`config.mk`:
```
export PLATFORM = sky130hd
export DESIGN_NAME = edas_stretch
export DESIGN_NICKNAME = d
export VERILOG_FILES = /design/src/edas_pkg.sv /design/src/edas_stretch.sv
export SDC_FILE = /design/constraint.sdc
export NUM_CORES = 1
export LEC_CHECK = 0
export ABC_AREA = 1
export BUFFER_PORTS_ARGS = -buffer_cell sky130_fd_sc_hd__buf_2
export CAP_MARGIN = 10
export CORE_MARGIN = 4
export CORE_UTILIZATION = 50
export DETAILED_ROUTE_END_ITERATION = 12
export PLACE_DENSITY = 0.75
export REMOVE_ABC_BUFFERS = 1
export SLEW_MARGIN = 40
export SYNTH_ARGS = -nofsm -noshare
export SYNTH_HDL_FRONTEND = slang
export SYNTH_SLANG_ARGS = --single-unit
```
`constraint.sdc`:
```
create_clock -name aclk -period 2.6 [get_ports aclk]
set_clock_uncertainty 0.1 [all_clocks]
set_input_delay 0.26 -clock aclk [delete_from_list [all_inputs] [get_ports aclk]]
set_output_delay 0.26 -clock aclk [all_outputs]
set_load 0.01 [all_outputs]
```
`src/edas_pkg.sv`:
```
// package for the external data access stretch block
// assumes an aclk-driven core model and an AXI4-Lite master
// ====================================================
// constants and types
package edas_pkg;
	// register indices; byte address is four times the index
	localparam logic [9:0] IDX_PTR_SEL  = 10'h086;
	localparam logic [9:0] IDX_CLK_CTRL = 10'h08e;
	localparam logic [9:0] IDX_DP0      = 10'h090;
	localparam logic [9:0] IDX_DP1      = 10'h091;
	localparam logic [9:0] IDX_PORT2    = 10'h092;
	localparam logic [9:0] IDX_INDEX    = 10'h093;
	localparam logic [9:0] IDX_WDATA    = 10'h094;
	localparam logic [9:0] IDX_CMD      = 10'h095;
	localparam logic [9:0] IDX_STATUS   = 10'h096;
	// field positions
	localparam int STRETCH_LSB  = 0;
	localparam int CMD_WR_BIT   = 0;
	localparam int CMD_PTR_BIT  = 1;
	localparam int STAT_BUSY    = 0;
	localparam int STAT_RD_LSB  = 8;
	// reset values
	localparam logic [7:0] CLK_CTRL_RST = 8'h01;
	localparam logic [7:0] PTR_SEL_RST  = 8'h00;
	// timing counts in clocks
	localparam logic [1:0] PHASE_LAST   = 2'h3;
	localparam logic [5:0] STB_START_0  = 6'h01;
	localparam logic [5:0] STB_LEN_0    = 6'h02;
	localparam logic [5:0] STB_START_N  = 6'h02;
	// bus responses
	localparam logic [1:0] RESP_OKAY    = 2'h0;
	localparam logic [1:0] RESP_SLVERR  = 2'h2;

	typedef enum logic [1:0] {EDAS_IDLE, EDAS_FETCH, EDAS_ACCESS} edas_state_t;

	typedef enum logic [3:0] {
		SEL_NONE, SEL_PSEL, SEL_CLOCK_CONTROL, SEL_DP0, SEL_DP1,
		SEL_P2, SEL_IDX, SEL_WDATA, SEL_CMD, SEL_STAT
	} edas_sel_t;

	// external memory pins
	typedef struct packed {
		logic [15:0] addr;
		logic [7:0]  dout;
		logic        data_oe;
		logic        rd_n;
		logic        wr_n;
	} edas_ext_t;
endpackage : edas_pkg

```
`src/edas_stretch.sv`:
```
// external data move path: address forming, pointer select, stretched strobes
// assumes off-chip memory on the ext pins, registers reached over AXI4-Lite
//
// Behaviour
// - indirect form drives low address byte from the index register.
// - indirect form drives high address byte from the port 2 latch.
// - pointer form takes full 16-bit address from the selected pointer.
// - pointer select bit is bit zero of register at 86h.
// - select 0 uses first pointer, 1 uses second pointer.
// - other select bits read zero, so increment toggles selection.
// - a move opens with a four-clock opcode fetch machine cycle.
// - next machine cycle presents address and performs the access.
// - stretch value is bits 2 to 0 of clock control.
// - stretch n gives a move of n plus two machine cycles.
// - stretch lengthens only the external data move.
// - stretch resets to 1, three-cycle moves; 0 gives two cycles.
// - strobe lasts 2 clocks at 0, then four clocks per stretch step.
// - machine cycle is four states in fixed order.
// - strobe widens with the added machine cycles.
//
// Added by the designer: the AXI4-Lite slave port.
`timescale 1ns/1ps
module edas_stretch (
	// clock and reset
	input  wire logic        aclk,
	input  wire logic        aresetn,
	// axi4-lite write address and data
	input  wire logic        s_axi_awvalid,
	output      logic        s_axi_awready,
	input  wire logic [11:0] s_axi_awaddr,
	input  wire logic        s_axi_wvalid,
	output      logic        s_axi_wready,
	input  wire logic [31:0] s_axi_wdata,
	input  wire logic [3:0]  s_axi_wstrb,
	// axi4-lite write response
	output      logic        s_axi_bvalid,
	input  wire logic        s_axi_bready,
	output      logic [1:0]  s_axi_bresp,
	// axi4-lite read
	input  wire logic        s_axi_arvalid,
	output      logic        s_axi_arready,
	input  wire logic [11:0] s_axi_araddr,
	output      logic        s_axi_rvalid,
	input  wire logic        s_axi_rready,
	output      logic [31:0] s_axi_rdata,
	output      logic [1:0]  s_axi_rresp,
	// external data memory pins
	output      edas_pkg::edas_ext_t ext_o,
	input  wire logic [7:0]  ext_din
);
	// ====================================================
	// state
	typedef struct packed {
		edas_pkg::edas_state_t st;
		logic [1:0]  phase;
		logic [5:0]  cnt;
		logic        pend;
		logic        dir_wr;
		logic        ptr_form;
		logic [2:0]  n;
		logic [7:0]  psel;
		logic [7:0]  clock_control;
		logic [7:0]  p2;
		logic [7:0]  idx;
		logic [7:0]  wdat;
		logic [7:0]  rdat;
		logic [15:0] dp0;
		logic [15:0] dp1;
		logic [15:0] addr;
		logic [7:0]  dout;
		logic        doe;
		logic        rd_n;
		logic        wr_n;
		logic        aw_full;
		logic [11:0] aw_addr;
		logic        w_full;
		logic [31:0] w_data;
		logic [3:0]  w_strb;
		logic        bvalid;
		logic [1:0]  bresp;
		logic        rvalid;
		logic [31:0] rdata;
		logic [1:0]  rresp;
		logic [7:0]  din_s1;
		logic [7:0]  din_s2;
	} edas_regs_t;

	edas_regs_t q;
	edas_regs_t d;
	logic [15:0] sel_ptr;
	logic        busy;
	logic        stb_d;
	edas_pkg::edas_sel_t wsel;
	edas_pkg::edas_sel_t rsel;

	// ====================================================
	// helpers
	function automatic edas_pkg::edas_sel_t decode(input logic [11:0] a);
		logic [9:0] w;
		w = a[11:2];
		if (w == edas_pkg::IDX_PTR_SEL) decode = edas_pkg::SEL_PSEL;
		else if (w == edas_pkg::IDX_CLK_CTRL) decode = edas_pkg::SEL_CLOCK_CONTROL;
		else if (w == edas_pkg::IDX_DP0) decode = edas_pkg::SEL_DP0;
		else if (w == edas_pkg::IDX_DP1) decode = edas_pkg::SEL_DP1;
		else if (w == edas_pkg::IDX_PORT2) decode = edas_pkg::SEL_P2;
		else if (w == edas_pkg::IDX_INDEX) decode = edas_pkg::SEL_IDX;
		else if (w == edas_pkg::IDX_WDATA) decode = edas_pkg::SEL_WDATA;
		else if (w == edas_pkg::IDX_CMD) decode = edas_pkg::SEL_CMD;
		else if (w == edas_pkg::IDX_STATUS) decode = edas_pkg::SEL_STAT;
		else decode = edas_pkg::SEL_NONE;
	endfunction : decode

	// strobe width in clocks for a stretch value
	function automatic logic [5:0] stb_len(input logic [2:0] n);
		stb_len = (n == 3'h0) ? edas_pkg::STB_LEN_0 : {1'b0, n, 2'b00};
	endfunction : stb_len

	function automatic logic [5:0] stb_first(input logic [2:0] n);
		stb_first = (n == 3'h0) ? edas_pkg::STB_START_0 : edas_pkg::STB_START_N;
	endfunction : stb_first

	// ====================================================
	// outputs
	assign sel_ptr = q.psel[0] ? q.dp1 : q.dp0;
	assign busy = q.pend || (q.st != edas_pkg::EDAS_IDLE);
	assign s_axi_awready = !q.aw_full && !q.bvalid;
	assign s_axi_wready = !q.w_full && !q.bvalid;
	assign s_axi_bvalid = q.bvalid;
	assign s_axi_bresp = q.bresp;
	assign s_axi_arready = !q.rvalid;
	assign s_axi_rvalid = q.rvalid;
	assign s_axi_rdata = q.rdata;
	assign s_axi_rresp = q.rresp;
	assign ext_o = '{addr: q.addr, dout: q.dout, data_oe: q.doe, rd_n: q.rd_n, wr_n: q.wr_n};

	// ====================================================
	// next state
	always_comb begin
		d = q;
		wsel = decode(q.aw_addr);
		rsel = decode(s_axi_araddr);
		// pin data passes two flops before use
		d.din_s1 = ext_din;
		d.din_s2 = q.din_s1;
		d.phase = q.phase + 2'h1;
		// bus write channels are taken in either order
		if (s_axi_awvalid && s_axi_awready) begin
			d.aw_full = 1'b1;
			d.aw_addr = s_axi_awaddr;
		end
		if (s_axi_wvalid && s_axi_wready) begin
			d.w_full = 1'b1;
			d.w_data = s_axi_wdata;
			d.w_strb = s_axi_wstrb;
		end
		if (q.bvalid && s_axi_bready) begin
			d.bvalid = 1'b0;
		end
		if (q.aw_full && q.w_full && !q.bvalid) begin
			d.aw_full = 1'b0;
			d.w_full = 1'b0;
			d.bvalid = 1'b1;
			d.bresp = edas_pkg::RESP_OKAY;
			if (wsel == edas_pkg::SEL_PSEL) begin
				if (q.w_strb[0]) d.psel = {7'h00, q.w_data[0]};
			end else if (wsel == edas_pkg::SEL_CLOCK_CONTROL) begin
				if (q.w_strb[0]) d.clock_control = q.w_data[7:0];
			end else if (wsel == edas_pkg::SEL_DP0) begin
				if (q.w_strb[0]) d.dp0[7:0] = q.w_data[7:0];
				if (q.w_strb[1]) d.dp0[15:8] = q.w_data[15:8];
			end else if (wsel == edas_pkg::SEL_DP1) begin
				if (q.w_strb[0]) d.dp1[7:0] = q.w_data[7:0];
				if (q.w_strb[1]) d.dp1[15:8] = q.w_data[15:8];
			end else if (wsel == edas_pkg::SEL_P2) begin
				if (q.w_strb[0]) d.p2 = q.w_data[7:0];
			end else if (wsel == edas_pkg::SEL_IDX) begin
				if (q.w_strb[0]) d.idx = q.w_data[7:0];
			end else if (wsel == edas_pkg::SEL_WDATA) begin
				if (q.w_strb[0]) d.wdat = q.w_data[7:0];
			end else if (wsel == edas_pkg::SEL_CMD) begin
				// a command while a move runs is dropped
				if (q.w_strb[0] && !busy) begin
					d.pend = 1'b1;
					d.dir_wr = q.w_data[edas_pkg::CMD_WR_BIT];
					d.ptr_form = q.w_data[edas_pkg::CMD_PTR_BIT];
				end
			end else if (wsel != edas_pkg::SEL_STAT) begin
				d.bresp = edas_pkg::RESP_SLVERR;
			end
		end
		// bus read, one cycle after the address is taken
		if (q.rvalid && s_axi_rready) begin
			d.rvalid = 1'b0;
		end
		if (s_axi_arvalid && s_axi_arready) begin
			d.rvalid = 1'b1;
			d.rresp = edas_pkg::RESP_OKAY;
			d.rdata = 32'h0000_0000;
			if (rsel == edas_pkg::SEL_PSEL) d.rdata[7:0] = q.psel;
			else if (rsel == edas_pkg::SEL_CLOCK_CONTROL) d.rdata[7:0] = q.clock_control;
			else if (rsel == edas_pkg::SEL_DP0) d.rdata[15:0] = q.dp0;
			else if (rsel == edas_pkg::SEL_DP1) d.rdata[15:0] = q.dp1;
			else if (rsel == edas_pkg::SEL_P2) d.rdata[7:0] = q.p2;
			else if (rsel == edas_pkg::SEL_IDX) d.rdata[7:0] = q.idx;
			else if (rsel == edas_pkg::SEL_WDATA) d.rdata[7:0] = q.wdat;
			else if (rsel == edas_pkg::SEL_CMD) d.rdata[1:0] = {q.ptr_form, q.dir_wr};
			else if (rsel == edas_pkg::SEL_STAT) begin
				d.rdata[edas_pkg::STAT_BUSY] = busy;
				d.rdata[edas_pkg::STAT_RD_LSB +: 8] = q.rdat;
			end else d.rresp = edas_pkg::RESP_SLVERR;
		end
		// move sequencer, aligned to machine cycle boundaries
		case (q.st)
			edas_pkg::EDAS_IDLE: begin
				if (q.pend && q.phase == edas_pkg::PHASE_LAST) begin
					d.st = edas_pkg::EDAS_FETCH;
					d.pend = 1'b0;
					// stretch frozen for the whole move
					d.n = q.clock_control[edas_pkg::STRETCH_LSB +: 3];
				end
			end
			edas_pkg::EDAS_FETCH: begin
				if (q.phase == edas_pkg::PHASE_LAST) begin
					d.st = edas_pkg::EDAS_ACCESS;
					d.cnt = 6'h00;
					if (q.ptr_form) d.addr = sel_ptr;
					else d.addr = {q.p2, q.idx};
					d.dout = q.wdat;
					d.doe = q.dir_wr;
				end
			end
			edas_pkg::EDAS_ACCESS: begin
				d.cnt = q.cnt + 6'h01;
				// synchroniser lags two clocks, so take the copy one clock after the strobe;
				// it then holds pin data from inside the strobe, even at stretch 0
				if (!q.dir_wr && q.cnt == stb_first(q.n) + stb_len(q.n)) begin
					d.rdat = q.din_s2;
				end
				// only this state is lengthened by the stretch
				if (q.cnt == {1'b0, q.n, 2'b11}) begin
					d.st = edas_pkg::EDAS_IDLE;
					d.cnt = 6'h00;
					d.doe = 1'b0;
				end
			end
			default: d.st = edas_pkg::EDAS_IDLE;
		endcase
		// strobes from the next count, so pins come straight from flops
		stb_d = (d.st == edas_pkg::EDAS_ACCESS) && (d.cnt >= stb_first(d.n))
			&& (d.cnt < stb_first(d.n) + stb_len(d.n));
		d.rd_n = !(stb_d && !d.dir_wr);
		d.wr_n = !(stb_d && d.dir_wr);
	end

	// ====================================================
	// registers
	always_ff @(posedge aclk) begin
		if (!aresetn) begin
			q <= '0;
			q.clock_control <= edas_pkg::CLK_CTRL_RST;
			q.psel <= edas_pkg::PTR_SEL_RST;
			q.rd_n <= 1'b1;
			q.wr_n <= 1'b1;
		end else begin
			q <= d;
		end
	end

	// ====================================================
	// checks
	logic [5:0] chk_stb;
	logic [5:0] chk_mv;
	logic [5:0] chk_len;
	logic [15:0] chk_addr;
	assign chk_len = stb_len(q.n);
	assign chk_addr = q.ptr_form ? sel_ptr : {q.p2, q.idx};

	// strobe and move length counters for the checks
	always_ff @(posedge aclk) begin
		if (!aresetn) begin
			chk_stb <= 6'h00;
			chk_mv <= 6'h00;
		end else begin
			chk_stb <= (!q.rd_n || !q.wr_n) ? chk_stb + 6'h01 : 6'h00;
			chk_mv <= (q.st != edas_pkg::EDAS_IDLE) ? chk_mv + 6'h01 : 6'h00;
		end
	end

	AST_STRETCH_RST: assert property (@(posedge aclk) !aresetn |=> q.clock_control[2:0] == 3'h1)
		else $error("stretch not 1 after reset");
	AST_PHASE_ORDER: assert property (@(posedge aclk) disable iff (!aresetn)
		q.phase == 2'h3 |=> q.phase == 2'h0)
		else $error("machine cycle state order broken");
	AST_FETCH_LEN: assert property (@(posedge aclk) disable iff (!aresetn)
		(q.st == edas_pkg::EDAS_IDLE) ##1 (q.st == edas_pkg::EDAS_FETCH)
		|-> (q.st == edas_pkg::EDAS_FETCH)[*4] ##1 (q.st == edas_pkg::EDAS_ACCESS))
		else $error("fetch cycle not four clocks");
	AST_ADDR: assert property (@(posedge aclk) disable iff (!aresetn)
		(q.st == edas_pkg::EDAS_FETCH && q.phase == 2'h3)
		|=> ext_o.addr == $past(chk_addr))
		else $error("access address wrong");
	AST_PSEL_ZERO: assert property (@(posedge aclk) disable iff (!aresetn)
		q.psel[7:1] == 7'h00)
		else $error("pointer select upper bits set");
	AST_STB_WIDTH: assert property (@(posedge aclk) disable iff (!aresetn)
		$rose(ext_o.rd_n && ext_o.wr_n) |-> chk_stb == chk_len)
		else $error("strobe width wrong");
	AST_MOVE_LEN: assert property (@(posedge aclk) disable iff (!aresetn)
		(q.st != edas_pkg::EDAS_IDLE) ##1 (q.st == edas_pkg::EDAS_IDLE)
		|-> $past(chk_mv) + 6'h01 == {1'b0, q.n + 3'h2, 2'b00} || q.n == 3'h7
			&& $past(chk_mv) == 6'h23)
		else $error("move length wrong");
	AST_NO_OVERLAP: assert property (@(posedge aclk) disable iff (!aresetn)
		!(!ext_o.rd_n && !ext_o.wr_n)
		&& (ext_o.rd_n || !q.dir_wr) && (ext_o.wr_n || q.dir_wr))
		else $error("strobes overlap or wrong direction");
	AST_STB_IN_ACCESS: assert property (@(posedge aclk) disable iff (!aresetn)
		(!ext_o.rd_n || !ext_o.wr_n) |-> q.st == edas_pkg::EDAS_ACCESS)
		else $error("strobe outside access cycle");

	COV_READ: cover property (@(posedge aclk) disable iff (!aresetn) $fell(ext_o.rd_n));
	COV_WRITE: cover property (@(posedge aclk) disable iff (!aresetn) $fell(ext_o.wr_n));
	COV_MAX: cover property (@(posedge aclk) disable iff (!aresetn)
		q.n == 3'h7 && chk_stb == 6'h1c);
	COV_FAST: cover property (@(posedge aclk) disable iff (!aresetn)
		q.n == 3'h0 && q.st == edas_pkg::EDAS_ACCESS);
endmodule : edas_stretch

```
==> results of run 1 <==
## per-layer routing
metal / part of all wire (%) / wire length (um) / track usage, %
met3: 7.1 / 1470 / 4.20
met2: 46 / 9370 / 35.6
met1: 46 / 9390 / 30.0
met4: 1.6 / 333 / 6.21
met5: 0 / 0 / 0
## worst paths after layout
path	startpoint	endpoint	slack (ns)	cells past startpoint
setup reg to reg	q[225]$_SDFF_PN0_	ext_o[1]$_SDFF_PN1_	0.28	15
hold / removal	s_axi_wdata[12]	q[70]$_SDFFE_PN0P_	0.01	3
hold reg to reg	d[2]$_SDFF_PN0_	q[2]$_SDFF_PN0_	0.31	2
setup / recovery	q[225]$_SDFF_PN0_	ext_o[1]$_SDFF_PN1_	0.28	15
## cell usage after synthesis (6+ instances only)
| master | n | area (um^2) |
|---|---|---|
| o221ai_1 | 8 | 70.1 |
| nand2_2 | 6 | 37.5 |
| o21ai_0 | 139 | 696 |
| dfxtp_1 | 182 | 3640 |
| nand2_1 | 163 | 612 |
| nand4_1 | 18 | 113 |
| inv_1 | 159 | 597 |
| buf_2 | 6 | 30.0 |
| clkbuf_1 | 34 | 128 |
| nand3_1 | 30 | 150 |
| buf_4 | 65 | 488 |
| ha_1 | 11 | 138 |
| a211oi_1 | 8 | 60.1 |
| a21oi_1 | 165 | 826 |
| o21ai_1 | 8 | 40.0 |
| nor2_1 | 103 | 387 |
## kinds of logic (layout without fill, tap and decap cells)
group / count (synthesis) / after routing / share of synthesized area, %
AND/OR/NAND/NOR: 344 / 344 / 18.2
flip-flops: 182 / 182 / 43.3
other: 1 / 18 / 0.0446
AO/OA/AOI/OAI: 336 / 336 / 20.9
XOR/XNOR: 3 / 3 / 0.313
buffers and inverters: 273 / 330 / 15.5
adder cells (fa/ha/maj): 11 / 11 / 1.64
## stage by stage
stage	cells	utilization [%]	hold WS, ns
floorplan	1056	-	0.253
global placement	1393	52.6	0.292
detailed placement	1393	52.6	0.295
CTS	1444	57.3	0.00399
global route	1444	57.4	0.0323
finish	1444	57.4	0.00955
## power by group
group          internal [mW]  switching, mW
clock                   1.37           1.18
sequential              2.85         0.0538
combinational          0.130          0.237
## cell type report
cell class	count	area, um^2	share of cell area (%)
clock buffers	18	429	4.53
clock inverters	14	159	1.68
inverters	162	608	6.42
multi-input cells	712	3530	37.3
flip-flops and latches	182	3640	38.5
well taps	220	275	2.90
repair buffers	136	828	8.74
## sequential cells by signal, summed over array words and instances, names as in the netlist
signal,count
d,8
ext_o,27
q,127
s_axi_bresp,1
s_axi_bvalid,1
s_axi_rdata,16
s_axi_rresp,1
s_axi_rvalid,1
## tightest hold or removal path, cell delays in order
cell,delay [ns]
buf_2,0.08
o21ai_0,0.07
nor2_1,0.10
## what timing repair did
item / in CTS / in global routing
hold endpoints to repair: 19 / 0
gates resized for setup: 1 / 5
cloned: 0 / 0
hold buffers: 19 / 0
setup endpoints to repair: 1 / 2
==> results.cfg, run 1 <==
[routing]
vias = 7416
drtIter0Drc = 673
antenna_left = 0
drc = 0
avgRoutedWirePerCell_um = 14.2
wl_um = 20600
viasPerCell = 5.14
firstDrtPassIters = 5

[yosys]
synthCells = 1150
synth-edff-count = 0
synth.distinct_cells = 40
yosysSeqAreaShare_pct = 43.3
ys_ff_latch = 182
yosys_warnings = 0
async_flop_share_pct = 0
synth_area_per_cell_um2 = 7.31
synth_area_mm2 = 0.00841
synth_ff_type = dfxtp_1

[finish]
fillers = 1540
syn_to_final_growth_pct = 12.8
finish.net_count = 1297
finalInstanceArea_mm2 = 0.00948
drive_above_1_share_pct = 14.5
mostFrequentLayoutCells = dfxtp_1 (181), a21oi_1 (165), nand2_1 (162)
antennaDiodeCount = 0
final_common_cell = dfxtp_1

[critical_path]
path_cells = inv_1 -> ha_1 -> inv_1 -> nor2_4 -> o21ai_0 -> and3_1 -> ha_1 -> inv_1 -> and3_1 -> nand2_1 -> nand2_1 -> nand2_1 -> nand2_1 -> nor2_1 -> nand2_1
cp-end-kind = flip-flop
start_kind = flip-flop
cp_max_fo = 5
cp_num_buf_inv = 3
timing.critical_path.mode_cell = nand2_1
path_class = flip-flop to flip-flop
critPathRequiredTime_ns = 2.82
cp_slowest_stage_delay_ns = 0.37
crit_family = simple AND/OR/NAND/NOR gates
arrival_ns = 2.54
crit_slowest_cell = dfxtp_1

[sta]
min_period_ns = 2.32
drv_slew = 0
hold_viol = 0
setup_tns_ns = 0
fmax_mhz = 431
timing.slew.headroom_pct = 49.1
tightestPinTransition_ns = 0.758
setup_viol = 0
fin_ws_ns = 0.278
min_period_over_period_pct = 89.3
rsz0062_at_grt = false

[die]
die_area_mm2 = 0.0189
std_cell_rows = 47
io_pins = 143
die_x_um = 138
core_area_mm2 = 0.0165
dieHeight_um = 138
initial_core_util_pct = 50.9

[clocking]
clock_latency_ns = 0.43
h-tree-depth = 4
cts_setup_buffers = 0
ctsRootBufferMaster = clkbuf_16
clock_path_buffers = 2
clock_sink_count = 182
cts_buffers = 17
cts_tree = built
path_clk_slew_ns = 0.07

[outcome]
status = completed

[placement]
detailed_place.area_mm2 = 0.00868
place.gp.congestion = 0.852
portBuffers = 102
dp_hpwl_um = 14200
dpl_worst_slack_ns = 0.0203

[global_routing]
globalRouteTotalUtil_pct = 22.0
grt.overflow.total = 0
grt_max_degree = 132
antenna_found_initial = 0
grt_pass1_vias = 6649
grt_pass1_wl_um = 33100

[power_and_ir_drop]
finalPower_mw = 5.82
p_per_area_mw_per_mm2 = 614
p_leak_nw = 4.10
vdd_drop_max_v = 0.000479

[flow_run]
maxCapViolations = 0

[worst_hold_path]
hold_path_class = input pin to flip-flop
(Power assumes the default switching activity.)
==> inputs of run 2 (changes only) <==
--- a/config.mk
+++ b/config.mk
@@ -8,3 +8,2 @@
 export ABC_AREA = 1
-export BUFFER_PORTS_ARGS = -buffer_cell sky130_fd_sc_hd__buf_2
 export CAP_MARGIN = 10
@@ -13,3 +12,4 @@
 export DETAILED_ROUTE_END_ITERATION = 12
-export PLACE_DENSITY = 0.75
+export DONT_BUFFER_PORTS = 1
+export PLACE_DENSITY = 0.68
 export REMOVE_ABC_BUFFERS = 1
--- a/constraint.sdc
+++ b/constraint.sdc
@@ -4,2 +4,2 @@
 set_output_delay 0.26 -clock aclk [all_outputs]
-set_load 0.01 [all_outputs]
+set_load 0.1 [all_outputs]
==> run 2 against run 1 <==
Effect of this change: wire length up 1.7%; largest power group unchanged; critical path depth shrank 2; via count is 2.4% lower; largest cell class unchanged; sequential cell count unchanged.
==> results.cfg, run 2 (synthesized netlist as in run 1, its figures left out) <==
[routing]
antenna_left = 0
firstDrtPassIters = 5
drc = 0
avgRoutedWirePerCell_um = 14.8
viasPerCell = 5.13
drtIter0Drc = 517
wl_um = 20900
vias = 7241

[placement]
portBuffers = 0
dp_hpwl_um = 13700
place.gp.congestion = 0.885
placed_cells = 1334
dpl_worst_slack_ns = 0.00119

[critical_path]
crit_slowest_cell = ha_1
cp_num_buf_inv = 1
r2r-end = ext_o[1]$_SDFF_PN1_
cp_max_fo = 6
reg2reg_depth = 13
arrival_ns = 2.57
path_depth = 13
timing.critical_path.mode_cell = nand2_1
critPathRequiredTime_ns = 2.82
cp_slowest_stage_delay_ns = 0.41
crit_family = simple AND/OR/NAND/NOR gates
r2r_start = q[225]$_SDFF_PN0_
start_kind = flip-flop
path_class = flip-flop to flip-flop
r2r_slack_ns = 0.24
cp-end-kind = flip-flop
path_cells = inv_1 -> ha_1 -> nand2_1 -> nand2_1 -> nand2_1 -> ha_1 -> and3_1 -> nand2_1 -> nand2_1 -> nand2_1 -> nand2_1 -> nor2_1 -> nand2_1

[power_and_ir_drop]
p_comb_share_pct = 8.9
pwr-share-seq_pct = 49.2
p_per_area_mw_per_mm2 = 621
p_leak_nw = 3.97
p_sw_mw = 1.63
internal_power_mw = 4.30
p_clk_share_pct = 41.9
finalPower_mw = 5.93
vdd_drop_max_v = 0.000457
switching_share_pct = 27.5

[clocking]
clock_sink_count = 182
clock_path_buffers = 2
cts_setup_buffers = 0
path_clk_slew_ns = 0.07
ctsRootBufferMaster = clkbuf_16
h-tree-depth = 4
cts_tree = built
clock_latency_ns = 0.43
cts_buffers = 17

[sta]
setup_viol = 0
tightestPinTransition_ns = 0.770
fmax_mhz = 424
min_period_over_period_pct = 90.7
min_period_ns = 2.36
timing.slew.headroom_pct = 48.3
drv_slew = 0
fin_ws_ns = 0.241
hold_viol = 0
rsz0062_at_grt = false

[finish]
final_common_cell = dfxtp_1
finish.net_count = 1264
largest_register_ffs = 127
mostFrequentLayoutCells = dfxtp_1 (177), a21oi_1 (165), nand2_1 (163)
top_register = q
syn_to_final_growth_pct = 13.5
drive_above_1_share_pct = 10.6
antennaDiodeCount = 0
final_cells = 1411

[global_routing]
grt_pass1_vias = 6665
globalRouteTotalUtil_pct = 22.5
grt.overflow.total = 0
grt_pass1_wl_um = 33300
grt_max_degree = 125
antenna_found_initial = 0

[die]
core_area_mm2 = 0.0165
initial_core_util_pct = 50.9
dieHeight_um = 138
io_pins = 143
die_x_um = 138
die_area_mm2 = 0.0189
std_cell_rows = 47

[outcome]
status = completed

[flow_run]
maxCapViolations = 0

[worst_hold_path]
min-delay-start = s_axi_wdata[2]
worstHoldPathCells = 2
hold_path_class = input pin to flip-flop
min_to = q[60]$_SDFFE_PN0P_
run 2: layout make-up:
type	instances	area [um^2]
clock buffer	19	453
clock inverter	13	115
fill	1565	6980
inverter	162	608
multi-input combinational	712	3540
sequential	182	3650
tap	220	275
timing repair buffer	103	903
run 2: timing repair:
action                     in CTS  in global routing
setup endpoints to repair       2                  2
pin swaps                       0                  0
resized for setup               1                  7
hold endpoints to repair      134                  0
hold buffers                   45                  0
run 2: worst max-delay path by stage:
stage          slack [ns]                   to                       from
2_1_floorplan       -0.99   q[54]$_SDFFE_PN0P_  s_axi_bvalid$_SDFFE_PN0P_
3_3_place_gp         0.12  ext_o[1]$_SDFF_PN1_          q[226]$_SDFF_PN0_
3_5_place_dp        0.001  ext_o[1]$_SDFF_PN1_          q[226]$_SDFF_PN0_
4_1_cts              0.05  ext_o[1]$_SDFF_PN1_          q[226]$_SDFF_PN0_
5_1_grt              0.03  ext_o[1]$_SDFF_PN1_          q[225]$_SDFF_PN0_
6_report             0.24  ext_o[1]$_SDFF_PN1_          q[225]$_SDFF_PN0_
run 2: power by group through the flow:
| stage | logic, mW | registers [mW] | clock network, mW |
|---|---|---|---|
| 2_1_floorplan | 0.338 | 2.99 | 0 |
| 3_3_place_gp | 0.442 | 2.98 | 0 |
| 3_5_place_dp | 0.445 | 2.98 | 0 |
| 4_1_cts | 0.528 | 2.92 | 2.53 |
| 5_1_grt | 0.579 | 2.93 | 2.64 |
| 6_report | 0.528 | 2.92 | 2.48 |
run 2: layer usage:
metal  share of wire [%]  wire, um  GRT usage (%)  vias up
met4                 2.1       429           7.65        0
met1                  45      9310           29.6     3301
met3                 6.3      1320           5.08       27
met5                   0         0              0        -
met2                  47      9850           36.4      194
li1                    -         -              -     3719
run 2: metrics by stage:
step	utilization, %	hold slack, ns	cell area (um^2)	TNS, ns
floorplan	-	0.253	7770	-32.26
global route	57.7	0.0104	9540	0
detailed placement	51.4	0.265	8490	0
finish	57.7	0.0134	9540	0
global placement	51.4	0.260	8490	0
CTS	57.7	0.0116	9530	0
